$ cat src/rf_alarm_params.svh
`ifndef RF_ALARM_PARAMS_SVH
`define RF_ALARM_PARAMS_SVH

`define CLK_PERIOD_NS 20
`define TICK_PERIOD_NS 1000000
`define TICK_CYCLES ((`TICK_PERIOD_NS) / (`CLK_PERIOD_NS))
`define MISMATCH_PERSIST_S 5
`define MISMATCH_PERSIST_TICKS (`MISMATCH_PERSIST_S * 1000)

`define OVERTEMP_ALARM_THRESHOLD 8'h41
`define OVERTEMP_RELEASE_THRESHOLD 8'h2d

`define DETECT_PULSE_MS 200
`define DETECT_DUTY_PCT 15
`define MOD_MAX_PULSE_MS 1000
`define MOD_MAX_DUTY_PCT 50
`define DUTY_WINDOW_MS 1000
`define DETECT_DUTY_TICKS (`DETECT_DUTY_PCT * `DUTY_WINDOW_MS / 100)
`define MOD_MAX_DUTY_TICKS (`MOD_MAX_DUTY_PCT * `DUTY_WINDOW_MS / 100)

`define REG_IRQ_STATUS 8'h00
`define REG_IRQ_CLEAR 8'h04
`define REG_IRQ_ENABLE 8'h08
`define REG_LIVE_STATE 8'h0c
`define REG_TEMPERATURE 8'h10

`define EV_OVERTEMP 0
`define EV_MISMATCH 1
`define EV_SHUTDOWN 2
`define EV_MOD_LIMIT 3
`define EV_WIDTH 4

`define IRQ_ENABLE_RESET 4'h0

`endif

$ cat src/rf_alarm_pkg.sv
package rf_alarm_pkg;
    typedef enum logic [2:0] {
        ST_STANDBY = 3'b001,
        ST_READY   = 3'b010,
        ST_ALARM   = 3'b100
    } sup_state_t;
    typedef logic [15:0] ms_count_t;
    typedef logic [7:0] temp_deg_t;
endpackage

$ cat src/mod_monitor_if.sv
`timescale 1ns/100ps
interface mod_monitor_if;
    logic tick;
    logic modulation;
    logic limit;
    logic detectable;
    modport monitor(input tick, input modulation, output limit, output detectable);
    modport supervisor(output tick, output modulation, input limit, input detectable);
endinterface

$ cat src/rf_supply_alarm_supervisor.sv
// The register offsets and the address-and-strobe port were left to the implementer.
`timescale 1ns/100ps
`include "rf_alarm_params.svh"
module rf_supply_alarm_supervisor
    import rf_alarm_pkg::*;
#(
    parameter int TICK_CYCLES = `TICK_CYCLES
)
(
    input wire logic clk,
    input wire logic rstn,
    input wire logic enable_in,
    input wire logic modulation_input,
    input wire logic mismatch_detect,
    input wire logic temp_valid,
    input wire logic [7:0] temp_value,
    input wire logic [7:0] reg_addr,
    input wire logic [31:0] reg_wdata,
    input wire logic reg_wr,
    input wire logic reg_rd,
    output logic [31:0] reg_rdata,
    output logic irq,
    output logic overtemp_flag_out,
    output logic mismatch_flag_out,
    output logic mod_limit_flag_out,
    output logic alarm_out,
    output logic ready_out,
    output logic rf_enable_out,
    output logic rf_limit_out
);
    logic rst_sync1_ff;
    logic rst_n;
    logic [31:0] tick_cnt_ff;
    logic tick_ff;
    logic enable_d_ff;
    sup_state_t state_ff;
    sup_state_t nxt_state;
    logic overtemp_ff;
    temp_deg_t temp_ff;
    logic mism_flag_ff;
    logic mism_latched_ff;
    ms_count_t persist_ff;
    logic mism_qual;
    logic [`EV_WIDTH-1:0] status_ff;
    logic [`EV_WIDTH-1:0] irq_en_ff;
    logic [`EV_WIDTH-1:0] events;
    logic [`EV_WIDTH-1:0] clr;
    logic mod_limit_d_ff;

    mod_monitor_if mif();

    always_ff @(posedge clk or negedge rstn) begin
        if (!rstn) begin
            rst_sync1_ff <= 1'b0;
            rst_n <= 1'b0;
        end else begin
            rst_sync1_ff <= 1'b1;
            rst_n <= rst_sync1_ff;
        end
    end

    // ms prescaler
    always_ff @(posedge clk or negedge rst_n) begin
        if (!rst_n) begin
            tick_cnt_ff <= 32'h0000_0000;
            tick_ff <= 1'b0;
        end else if (tick_cnt_ff == 32'(TICK_CYCLES - 1)) begin
            tick_cnt_ff <= 32'h0000_0000;
            tick_ff <= 1'b1;
        end else begin
            tick_cnt_ff <= tick_cnt_ff + 32'h0000_0001;
            tick_ff <= 1'b0;
        end
    end

    assign mif.tick = tick_ff;
    assign mif.modulation = modulation_input;

    mod_monitor u_mod_monitor (
        .clk(clk),
        .rst_n(rst_n),
        .mon(mif.monitor)
    );

    // temperature with hysteresis
    always_ff @(posedge clk or negedge rst_n) begin
        if (!rst_n) begin
            overtemp_ff <= 1'b0;
            temp_ff <= 8'h00;
        end else if (temp_valid) begin
            temp_ff <= temp_value;
            if (temp_value >= `OVERTEMP_ALARM_THRESHOLD) begin
                overtemp_ff <= 1'b1;
            end else if (temp_value <= `OVERTEMP_RELEASE_THRESHOLD) begin
                overtemp_ff <= 1'b0;
            end
        end
    end

    assign mism_qual = mismatch_detect && mif.detectable;

    // mismatch flag, persistence timer and shutdown latch
    always_ff @(posedge clk or negedge rst_n) begin
        if (!rst_n) begin
            mism_flag_ff <= 1'b0;
            persist_ff <= 16'h0000;
            mism_latched_ff <= 1'b0;
        end else begin
            mism_flag_ff <= mism_qual;
            if (!mism_qual) begin
                persist_ff <= 16'h0000;
            end else if (tick_ff && persist_ff != 16'(`MISMATCH_PERSIST_TICKS)) begin
                persist_ff <= persist_ff + 16'h0001;
            end
            if (!enable_in) begin
                mism_latched_ff <= 1'b0;
            end else if (mism_qual && tick_ff && persist_ff == 16'(`MISMATCH_PERSIST_TICKS - 1)) begin
                mism_latched_ff <= 1'b1;
            end
        end
    end

    assign alarm_out = overtemp_ff || mism_latched_ff;

    always_comb begin
        nxt_state = state_ff;
        case (state_ff)
            ST_STANDBY: begin
                if (enable_in && !enable_d_ff && !alarm_out) begin
                    nxt_state = ST_READY;
                end
            end
            ST_READY: begin
                if (alarm_out) begin
                    nxt_state = ST_ALARM;
                end else if (!enable_in) begin
                    nxt_state = ST_STANDBY;
                end
            end
            ST_ALARM: begin
                if (!enable_in && !alarm_out) begin
                    nxt_state = ST_STANDBY;
                end
            end
            default: begin
                nxt_state = ST_STANDBY;
            end
        endcase
    end

    always_ff @(posedge clk or negedge rst_n) begin
        if (!rst_n) begin
            state_ff <= ST_STANDBY;
            enable_d_ff <= 1'b0;
        end else begin
            state_ff <= nxt_state;
            enable_d_ff <= enable_in;
        end
    end

    assign ready_out = (state_ff == ST_READY) && !alarm_out;
    assign overtemp_flag_out = overtemp_ff;
    assign mismatch_flag_out = mism_flag_ff;
    assign mod_limit_flag_out = mif.limit;
    assign rf_limit_out = mism_flag_ff;
    // RF follows modulation only when ready and inside limits
    assign rf_enable_out = ready_out && !mif.limit && modulation_input;

    // interrupt events
    always_ff @(posedge clk or negedge rst_n) begin
        if (!rst_n) begin
            mod_limit_d_ff <= 1'b0;
        end else begin
            mod_limit_d_ff <= mif.limit;
        end
    end

    always_comb begin
        events = '0;
        events[`EV_OVERTEMP] = temp_valid && !overtemp_ff && (temp_value >= `OVERTEMP_ALARM_THRESHOLD);
        events[`EV_MISMATCH] = mism_qual && !mism_flag_ff;
        events[`EV_SHUTDOWN] = mism_qual && tick_ff && (persist_ff == 16'(`MISMATCH_PERSIST_TICKS - 1)) && enable_in;
        events[`EV_MOD_LIMIT] = mif.limit && !mod_limit_d_ff;
        clr = (reg_wr && reg_addr == `REG_IRQ_CLEAR) ? reg_wdata[`EV_WIDTH-1:0] : '0;
    end

    // set wins over clear
    always_ff @(posedge clk or negedge rst_n) begin
        if (!rst_n) begin
            status_ff <= '0;
        end else begin
            status_ff <= (status_ff & ~clr) | events;
        end
    end

    always_ff @(posedge clk or negedge rst_n) begin
        if (!rst_n) begin
            irq_en_ff <= `IRQ_ENABLE_RESET;
        end else if (reg_wr && reg_addr == `REG_IRQ_ENABLE) begin
            irq_en_ff <= reg_wdata[`EV_WIDTH-1:0];
        end
    end

    assign irq = |(status_ff & irq_en_ff);

    always_ff @(posedge clk or negedge rst_n) begin
        if (!rst_n) begin
            reg_rdata <= 32'h0000_0000;
        end else if (reg_rd) begin
            if (reg_addr == `REG_IRQ_STATUS) begin
                reg_rdata <= {28'h000_0000, status_ff};
            end else if (reg_addr == `REG_IRQ_ENABLE) begin
                reg_rdata <= {28'h000_0000, irq_en_ff};
            end else if (reg_addr == `REG_LIVE_STATE) begin
                reg_rdata <= {24'h00_0000, state_ff, ready_out, alarm_out, mif.limit, mism_flag_ff, overtemp_ff};
            end else if (reg_addr == `REG_TEMPERATURE) begin
                reg_rdata <= {24'h00_0000, temp_ff};
            end else begin
                reg_rdata <= 32'h0000_0000;
            end
        end else begin
            reg_rdata <= 32'h0000_0000;
        end
    end

    a_overtemp_set: assert property (@(posedge clk) disable iff (!rst_n)
        temp_valid && temp_value >= `OVERTEMP_ALARM_THRESHOLD |=> overtemp_flag_out && alarm_out)
        else $error("overtemp not flagged at alarm threshold");
    a_overtemp_hold: assert property (@(posedge clk) disable iff (!rst_n)
        overtemp_ff && !(temp_valid && temp_value <= `OVERTEMP_RELEASE_THRESHOLD) |=> overtemp_ff && !rf_enable_out)
        else $error("overtemp released above release threshold");
    a_flag_follows: assert property (@(posedge clk) disable iff (!rst_n)
        mism_qual |=> mismatch_flag_out)
        else $error("mismatch flag did not follow condition");
    a_flag_drops: assert property (@(posedge clk) disable iff (!rst_n)
        !mism_qual |=> !mismatch_flag_out)
        else $error("mismatch flag stayed with condition gone");
    a_mismatch_limit: assert property (@(posedge clk) disable iff (!rst_n)
        mismatch_flag_out && !mism_latched_ff |-> rf_limit_out && !alarm_out || overtemp_ff)
        else $error("mismatch did not limit power");
    a_shutdown_latch: assert property (@(posedge clk) disable iff (!rst_n)
        enable_in && mism_qual && tick_ff && persist_ff == 16'(`MISMATCH_PERSIST_TICKS - 1) |=> alarm_out ##1 !rf_enable_out)
        else $error("mismatch persistence did not shut down");
    a_enable_clears: assert property (@(posedge clk) disable iff (!rst_n)
        !enable_in |=> !mism_latched_ff)
        else $error("enable low did not clear mismatch latch");
    a_no_mod_alarm: assert property (@(posedge clk) disable iff (!rst_n)
        mod_limit_flag_out && !overtemp_ff && !mism_latched_ff |-> !alarm_out && !rf_enable_out)
        else $error("modulation limit drove alarm or left rf on");
    a_ready_drop: assert property (@(posedge clk) disable iff (!rst_n)
        alarm_out |-> !ready_out ##1 (state_ff != ST_READY))
        else $error("ready stayed with alarm");
    a_timer_restart: assert property (@(posedge clk) disable iff (!rst_n)
        !mism_qual |=> persist_ff == 16'h0000)
        else $error("persistence timer not restarted");
    a_timer_counts: assert property (@(posedge clk) disable iff (!rst_n)
        mism_qual && tick_ff && persist_ff != 16'(`MISMATCH_PERSIST_TICKS) |=> persist_ff == $past(persist_ff) + 16'h0001)
        else $error("persistence timer missed a tick");
    a_overtemp_clear: assert property (@(posedge clk) disable iff (!rst_n)
        temp_valid && temp_value <= `OVERTEMP_RELEASE_THRESHOLD |=> !overtemp_flag_out)
        else $error("overtemp not released at release threshold");
    a_overtemp_alarm: assert property (@(posedge clk) disable iff (!rst_n)
        overtemp_flag_out |-> alarm_out)
        else $error("overtemp without common alarm");
    a_alarm_blocks_rf: assert property (@(posedge clk) disable iff (!rst_n)
        alarm_out |-> !rf_enable_out && !ready_out)
        else $error("rf or ready left on during alarm");
    a_limit_cuts_rf: assert property (@(posedge clk) disable iff (!rst_n)
        mod_limit_flag_out |-> !rf_enable_out)
        else $error("rf left on during modulation limit");
    a_rf_follows_mod: assert property (@(posedge clk) disable iff (!rst_n)
        ready_out && !mod_limit_flag_out |-> rf_enable_out == modulation_input)
        else $error("rf does not follow modulation");
    a_limit_keeps_ready: assert property (@(posedge clk) disable iff (!rst_n)
        mod_limit_flag_out && state_ff == ST_READY && enable_in && !alarm_out |=> state_ff == ST_READY)
        else $error("modulation limit left ready state");
    a_latch_holds: assert property (@(posedge clk) disable iff (!rst_n)
        mism_latched_ff && enable_in |=> mism_latched_ff)
        else $error("mismatch latch released with enable high");
    a_mismatch_qualified: assert property (@(posedge clk) disable iff (!rst_n)
        mismatch_flag_out |-> $past(mif.detectable))
        else $error("mismatch flagged without usable modulation");
    c_ready: cover property (@(posedge clk) disable iff (!rst_n) $rose(ready_out));
    c_shutdown: cover property (@(posedge clk) disable iff (!rst_n) $rose(mism_latched_ff));
    c_overtemp_release: cover property (@(posedge clk) disable iff (!rst_n) $fell(overtemp_ff));
    c_irq: cover property (@(posedge clk) disable iff (!rst_n) $rose(irq));
endmodule

$ cat src/mod_monitor.sv
`timescale 1ns/100ps
`include "rf_alarm_params.svh"
module mod_monitor
    import rf_alarm_pkg::*;
(
    input wire logic clk,
    input wire logic rst_n,
    mod_monitor_if.monitor mon
);
    ms_count_t run_ff;
    ms_count_t win_ff;
    ms_count_t high_ff;
    ms_count_t last_high_ff;
    logic limit_ff;
    logic detect_ff;
    logic nxt_limit;
    logic nxt_detect;

    // length of the current pulse in ms, saturating
    always_ff @(posedge clk or negedge rst_n) begin
        if (!rst_n) begin
            run_ff <= 16'h0000;
        end else if (!mon.modulation) begin
            run_ff <= 16'h0000;
        end else if (mon.tick && run_ff != 16'hffff) begin
            run_ff <= run_ff + 16'h0001;
        end
    end

    // high time over a fixed window gives the duty cycle
    always_ff @(posedge clk or negedge rst_n) begin
        if (!rst_n) begin
            win_ff <= 16'h0000;
            high_ff <= 16'h0000;
            last_high_ff <= 16'h0000;
        end else if (mon.tick) begin
            if (win_ff == 16'(`DUTY_WINDOW_MS - 1)) begin
                win_ff <= 16'h0000;
                high_ff <= 16'h0000;
                last_high_ff <= high_ff + {15'h0000, mon.modulation};
            end else begin
                win_ff <= win_ff + 16'h0001;
                high_ff <= high_ff + {15'h0000, mon.modulation};
            end
        end
    end

    always_comb begin
        nxt_limit = (run_ff > 16'(`MOD_MAX_PULSE_MS)) || (last_high_ff > 16'(`MOD_MAX_DUTY_TICKS));
        nxt_detect = (run_ff > 16'(`DETECT_PULSE_MS)) || (last_high_ff > 16'(`DETECT_DUTY_TICKS));
    end

    always_ff @(posedge clk or negedge rst_n) begin
        if (!rst_n) begin
            limit_ff <= 1'b0;
            detect_ff <= 1'b0;
        end else begin
            limit_ff <= nxt_limit;
            detect_ff <= nxt_detect;
        end
    end

    assign mon.limit = limit_ff;
    assign mon.detectable = detect_ff;

    a_long_pulse_limit: assert property (@(posedge clk) disable iff (!rst_n)
        run_ff > 16'(`MOD_MAX_PULSE_MS) |=> limit_ff)
        else $error("long pulse did not raise modulation limit");
    a_limit_release: assert property (@(posedge clk) disable iff (!rst_n)
        (run_ff <= 16'(`MOD_MAX_PULSE_MS)) && (last_high_ff <= 16'(`MOD_MAX_DUTY_TICKS)) |=> !limit_ff)
        else $error("modulation limit held with parameters in range");
    a_detect_window: assert property (@(posedge clk) disable iff (!rst_n)
        detect_ff |-> $past(run_ff) > 16'(`DETECT_PULSE_MS) || $past(last_high_ff) > 16'(`DETECT_DUTY_TICKS))
        else $error("mismatch detection enabled for short sparse modulation");
    c_limit_seen: cover property (@(posedge clk) disable iff (!rst_n) $rose(limit_ff));
endmodule

$ cat config.mk
export PLATFORM = sky130hd
export DESIGN_NAME = rf_supply_alarm_supervisor
export DESIGN_NICKNAME = d
export VERILOG_FILES = /design/src/rf_alarm_pkg.sv /design/src/mod_monitor_if.sv /design/src/rf_supply_alarm_supervisor.sv /design/src/mod_monitor.sv
export VERILOG_INCLUDE_DIRS = /design/src
export SDC_FILE = /design/constraint.sdc
export NUM_CORES = 1
export LEC_CHECK = 0
export BUFFER_PORTS_ARGS = -buffer_cell sky130_fd_sc_hd__buf_4
export CAP_MARGIN = 10
export CORE_ASPECT_RATIO = 1.4
export CORE_MARGIN = 2
export CORE_UTILIZATION = 45
export CTS_CLUSTER_DIAMETER = 200
export CTS_CLUSTER_SIZE = 30
export DETAILED_ROUTE_END_ITERATION = 6
export GPL_TIMING_DRIVEN = 0
export HOLD_SLACK_MARGIN = 0.12
export PLACE_DENSITY_LB_ADDON = 0.3
export SLEW_MARGIN = 20
export SYNTH_ARGS = -nofsm -noshare
export SYNTH_HDL_FRONTEND = slang
export SYNTH_SLANG_ARGS = --single-unit
$ cat constraint.sdc
create_clock -name clk -period 10.5 [get_ports clk]
set_input_delay 1.05 -clock clk [delete_from_list [all_inputs] [get_ports clk]]
set_output_delay 1.05 -clock clk [all_outputs]
set_load 0.05 [all_outputs]
==> metrics.md, run 1 <==
| Metric | Value |
|---|---|
| Placed Area | `8175 um^2` |
| Asr flop ratio synth | `1.000` |
| Die ar. | `17,650 um^2` |
| Max Clk Rate | `331.6 MHz` |
| Yosys top cell area share | `0.4961` |
| Via-per-instance ratio | `5.313` |
| Synthesized instance count | `734` |
| Failing checks | `design-rule violations` |
| # hold bufs at CTS | `0` |
| Leak Pwr | `3.951 nW` |
| Clk slew on worst S/H paths | `0.06 ns` |
| Drt drc | `5` |
| CP Data Arrival Time | `1.97 ns` |
| Worst setup SP type | `register` |
| Status | `finished, violations left` |
| Syn. warnings | `0` |
| Worst-case clock buffer depth | `2` |
| RSZ-0062 raised after global routing | `false` |
| FF+latch count, synth | `149` |
| Final ANT Viol Nets | `0` |
| Power Dens Cells | `145.7 nW/um^2` |
| Die W | `112.9 um` |
| Hold crit path type | `reg2reg` |
| IO Count | `96` |
| Syn Area/Cell | `10.17 um^2` |
| Top cells by count, synth | `dfrtp_1 (148), nor2_1 (70), nand2_1 (69)` |
| Number of enable flip-flop cells after synthesis | `0` |
| PortBufs | `42` |
| Initial DRT Pass Iterations | `7` |
| Worst setup path start | `overtemp_flag_out` |
| Pin count of the biggest net entering global routing | `58` |
| Max Cap Viol | `0` |
| Routability cong. | `0.8001` |
| Global-route wire length before repair | `25,790 um` |
| Root Buffer | `clkbuf_16` |
| Worst Setup End Kind | `output pin` |
| Final wirelength | `14,940 um` |
| Reg2reg start | `mif.tick` |
| Start point of the worst hold path | `rst_sync1_ff` |
| Share of layout cells above drive strength 1 | `0.1765` |
| CTS tree | `built` |
| Worst-margin pin slew | `0.6867 ns` |
| Core Footprint | `16,240 um^2` |
| Crit path max fanout | `6` |
| Post-layout util | `0.5402` |
| Die Y | `156.4 um` |
| P&R area growth vs syn | `17.51%` |
| Synth Cell Area | `7466 um^2` |
| Area contributors post-synth | `dfrtp_1 (50%), xnor2_1 (5.3%), xor2_1 (3.8%)` |
| Synth Flop Type | `dfrtp_1` |
| FILL cells | `1,475` |
| Clock Latency Late Sink | `0.42 ns` |
| Setup Skew | `0.008564 ns` |
| Peak supply drop | `0.09630 mV` |
| Remaining global-route overflow | `0` |
| Final setup TNS | `0 ns` |
| Number of global-route vias before repair | `5,440` |
| Initial DRC count | `284` |
| Distinct cell type count after synthesis | `65` |
| Post-DP HPWL | `10,680 um` |
| # diodes | `0` |
| Average wire per standard cell | `14.48 um` |
| Clk sinks | `149` |
| WS Path Type | `reg2out` |
| Final setup fails | `0` |
| Period utilization | `0.2872` |
| Hold Fails Final Rpt | `0` |
| Site Rows | `55` |
| Htree depth | `4` |
| Vias | `5,483` |
| Fin nets | `884` |
| Seq/Total Area, Yosys | `0.4996` |
| Post-route cell area | `8773 um^2` |
| Post-cts sizing count | `0` |
| Slew headroom | `0.5422` |
| Worst path required time | `9.45 ns` |
| Final Critical Period | `3.015 ns` |
| Most common cell in the netlist | `dfrtp_1` |
| Pins Over Slew Limit | `0` |
| Post-CTS setup buffer count | `0` |
| Overall routing resource usage | `0.1793` |
| Initial antenna violation count | `0` |
| Initial Util | `0.4597` |
| Post-synth top area cell | `dfrtp_1` |
| CTS Buf Count | `17` |
==> final timing paths <==
path / endpoint / slack [ns] / depth (start not counted)
max: rf_enable_out / 7.48 / 5
min: rst_n / 0.35 / 0
max reg2reg: u_mod_monitor.high_ff[10] / 8.35 / 6
min reg2reg: rst_n / 0.35 / 0
max in group asynchronous: state_ff[0] / 9.36 / 1
min in group asynchronous: u_mod_monitor.run_ff[13] / 0.38 / 0
==> flip-flops by register name, indices dropped and copies added (netlist names) <==
register / cells
enable_d_ff: 1
irq_en_ff: 4
mif.tick: 1
mism_latched_ff: 1
mismatch_flag_out: 1
mod_limit_d_ff: 1
overtemp_flag_out: 1
persist_ff: 16
reg_rdata: 8
rst_n: 1
rst_sync1_ff: 1
state_ff: 3
status_ff: 4
temp_ff: 8
tick_cnt_ff: 32
u_mod_monitor.high_ff: 16
u_mod_monitor.last_high_ff: 16
u_mod_monitor.mon.detectable: 1
u_mod_monitor.mon.limit: 1
u_mod_monitor.run_ff: 16
u_mod_monitor.win_ff: 16
==> layout make-up <==
type	instances	area, um^2	share of cell area
buffer	47	300.3	0.03423
clock buffer	20	446.7	0.05091
clock inverter	12	151.4	0.01726
inverter	17	63.81	0.007273
multi-input combinational	544	3458	0.3942
sequential	149	3734	0.4256
tap	199	249.0	0.02838
timing repair buffer	44	370.4	0.04221
==> report_power, final <==
group / internal [mW] / total, mW / switching (mW)
clock: 0.380 / 0.615 / 0.235
combinational: 0.0256 / 0.0739 / 0.0484
sequential: 0.580 / 0.589 / 0.00828
total: 0.986 / 1.28 / 0.292
==> routing by layer <==
| metal | track usage | routed length [um] | part of all wire | vias up |
|---|---|---|---|---|
| li1 | - | - | - | 2725 |
| met1 | 0.2157 | 6475 | 0.43 | 2650 |
| met2 | 0.3176 | 7799 | 0.52 | 92 |
| met3 | 0.04183 | 461 | 0.031 | 16 |
| met4 | 0.05749 | 203 | 0.014 | 0 |
| met5 | 0 | 0 | 0 | - |
==> layout by cell type (no fill, tap or decap), types with 14 or more instances in the layout <==
master / n
nand3_1: 35
and3_1: 16
mux2_2: 14
nor2_1: 70
conb_1: 25
xnor2_1: 45
inv_1: 16
clkbuf_16: 17
xor2_1: 32
nand2_1: 69
nand4_1: 22
dfrtp_1: 147
buf_4: 73
o21ai_0: 31
a21oi_1: 30
==> through the flow <==
step / cells / worst slack [ns] / hold WS [ns] / power, mW
after floorplan: 757 / 6.043 / 0.3312 / 0.6503
after global placement: 998 / 4.355 / 0.3339 / 0.6705
after detailed placement: 1000 / 7.529 / 0.3404 / 0.6740
after CTS: 1032 / 7.461 / 0.3540 / 1.293
after global routing: 1032 / 7.271 / 0.3676 / 1.324
final: 1032 / 7.485 / 0.3515 / 1.278
==> cells by family after synthesis <==
family,Yosys count,share of synthesized area
multiplexers,20,0.02916
flip-flops,149,0.4996
other,2,0.001006
adder cells (fa/ha/maj),8,0.01341
AND/OR/NAND/NOR,299,0.2207
buffers and inverters,64,0.04877
XOR/XNOR,77,0.09033
AO/OA/AOI/OAI,115,0.09703
==> critical path, cell delays in order, from the launching register on <==
cell and delay (ns):
dfrtp_1 0.46, nor2_1 0.20, inv_1 0.14, nor3_1 0.35, and3b_1 0.21, buf_4 0.19
Power figures use the tool's default switching activity.
==> inputs of run 2 (changes only) <==
==> constraint.sdc (replaced) <==
create_clock -name clk -period 2.9 [get_ports clk]
set_input_delay 0.29 -clock clk [delete_from_list [all_inputs] [get_ports clk]]
set_output_delay 0.29 -clock clk [all_outputs]
set_load 0.05 [all_outputs]
==> metrics.md, run 2 (synthesized netlist as in run 1, its figures left out) <==
| Metric | Value |
|---|---|
| Via-per-instance ratio | `5.366 (+1.0%)` |
| Final setup fails | `0 (unchanged)` |
| Root Buffer | `clkbuf_16` |
| Post-cts sizing count | `0 (unchanged)` |
| PortBufs | `42 (unchanged)` |
| # diodes | `0 (unchanged)` |
| CTS tree | `built` |
| Max FFs per register | `32 (unchanged)` |
| Initial Util | `0.4597 (unchanged)` |
| Crit-path slowest cell | `dfrtp_1` |
| Htree depth | `4 (unchanged)` |
| WS Path Type | `reg2out` |
| Crit path max fanout | `6 (unchanged)` |
| Initial antenna violation count | `0 (unchanged)` |
| Setup Skew | `0.007320 ns (-0.001244 ns)` |
| Cell family with most CP delay | `simple AND/OR/NAND/NOR gates` |
| P&R area growth vs syn | `19.57%` |
| Routability cong. | `0.8166 (+2.1%)` |
| Setup WS pre-CTS | `0.8043 ns (-6.724 ns)` |
| Global-route wire length before repair | `26,110 um (+1.3%)` |
| Power Dens Cells | `535.7 nW/um^2 (+270%)` |
| Die ar. | `17,650 um^2 (unchanged)` |
| Clk slew on worst S/H paths | `0.06 ns (about the same)` |
| Die W | `112.9 um (unchanged)` |
| Post-DP HPWL | `10,680 um (about the same)` |
| CTS Buf Count | `17 (unchanged)` |
| Top reg by flops | `tick_cnt_ff` |
| Worst-case clock buffer depth | `2 (unchanged)` |
| Final wirelength | `15,140 um (+1.3%)` |
| Clk sinks | `149 (unchanged)` |
| Final ANT Viol Nets | `0 (unchanged)` |
| Initial DRT Pass Iterations | `7 (unchanged)` |
| Commonest non-fill, non-tap cells in the layout | `dfrtp_1 (147), buf_4 (73), nor2_1 (70)` |
| Share of layout cells above drive strength 1 | `0.1777 (+0.001255)` |
| Pin count of the biggest net entering global routing | `58 (unchanged)` |
| Final hold slack | `0.1331 ns (-0.2184 ns)` |
| Worst path required time | `2.61 ns (-6.84 ns)` |
| Buf+Inv Stages, Crit Path | `2 (unchanged)` |
| Failing checks | `design-rule violations` |
| Status | `finished, violations left` |
| Worst setup margin | `0.6536 ns (-6.831 ns)` |
| Number of global-route vias before repair | `5,567 (+2.3%)` |
| Die Y | `156.4 um (unchanged)` |
| Core Footprint | `16,240 um^2 (unchanged)` |
| Site Rows | `55 (unchanged)` |
| Period utilization | `0.7746` |
| Vias | `5,597 (+2.1%)` |
| Worst Setup End Kind | `output pin` |
| Worst setup SP type | `register` |
| Pins Over Slew Limit | `0 (unchanged)` |
| Most common cell after layout, fill and taps aside | `dfrtp_1` |
| FILL cells | `1,411 (-4.3%)` |
| Average wire per standard cell | `14.51 um (+0.26%)` |
| Max stage delay on crit path | `0.45 ns (about the same)` |
| Multi-input gate area | `3463 um^2 (+0.14%)` |
| Hold crit path type | `in2reg` |
| RSZ-0062 raised after global routing | `false` |
| Peak supply drop | `0.3641 mV (+280%)` |
| Remaining global-route overflow | `0 (unchanged)` |
| Slew headroom | `0.5536 (+0.01138)` |
| Critical path cell sequence | `nor2_1 > inv_1 > nor3_2 > and3b_1 > buf_4` |
| Worst-margin pin slew | `0.6660 ns (-0.02069 ns)` |
| CP Data Arrival Time | `1.96 ns (about the same)` |
| Max Clk Rate | `445.2 MHz` |
| Clock Latency Late Sink | `0.42 ns (about the same)` |
| Overall routing resource usage | `0.1817 (+0.002378)` |
| Hold Fails Final Rpt | `0 (unchanged)` |
| Initial DRC count | `448 (+58%)` |
| Final Critical Period | `2.246 ns` |
| Leak Pwr | `4.015 nW (+1.6%)` |
| Max Cap Viol | `0 (unchanged)` |
| Drt drc | `11 (+6)` |
| IO Count | `96 (unchanged)` |
| Fin nets | `895 (+1.2%)` |
| Area taken by flip-flops and latches | `3734 um^2 (unchanged)` |
[run 2: metrics by stage]
stage	total power, mW	std cells	cell area, um^2	util	TNS (ns)
2_1_floorplan	2.355	757	7559	-	0
3_3_place_gp	2.428	998	8123	0.5002	-71.91
3_5_place_dp	2.441	1000	8180	0.5037	0
4_1_cts	4.825	1043	8927	0.5497	0
5_1_grt	4.938	1043	8927	0.5497	0
6_report	4.782	1043	8927	0.5497	0
[run 2: worst paths after layout]
path                              startpoint                  endpoint  slack (ns)  cells after the start
setup / recovery           overtemp_flag_out             rf_enable_out        0.65                      5
hold / removal                  reg_wdata[3]              irq_en_ff[3]        0.13                      2
setup reg to reg                    mif.tick  u_mod_monitor.high_ff[9]        0.79                      6
hold reg to reg                 rst_sync1_ff                     rst_n        0.35                      0
max in group asynchronous              rst_n               state_ff[0]        1.49                      2
min in group asynchronous               rstn              rst_sync1_ff        0.17                      2
[run 2: final cells by class]
class                      count  share of cell area
buffer                        47             0.03364
clock buffer                  18             0.04919
clock inverter                14             0.02214
inverter                      17            0.007148
multi-input combinational    544              0.3879
sequential                   149              0.4182
tap                          199             0.02789
timing repair buffer          55             0.05382
[run 2: power by group]
group	total [mW]	leakage, nW	switching (mW)	internal (mW)
logic	0.283	1.77	0.180	0.102
registers	2.13	1.94	0.0292	2.10
clock network	2.37	0.307	0.898	1.47
total	4.78	4.01	1.11	3.67
[run 2: what timing repair did]
item | in CTS | in global routing
endpoints found under the hold margin | 13 | 0
hold buffers | 11 | 0
setup buffers | 0 | 0
[run 2: worst reg2reg max path: cells and delay by family, from the launching register on]
| family | cells | cell delay (ns) |
|---|---|---|
| buffers and inverters | 3 | 1.15 |
| flip-flops | 1 | 0.44 |
| AO/OA/AOI/OAI | 2 | 0.28 |
| AND/OR/NAND/NOR | 1 | 0.11 |
[run 2: per-layer routing]
layer	share of wire	track usage	routed length, um	vias to the layer above
met3	0.037	0.03486	558	32
li1	-	-	-	2746
met1	0.43	0.2205	6496	2700
met4	0.022	0.06911	331	0
met5	0	0	0	-
met2	0.51	0.3199	7751	119
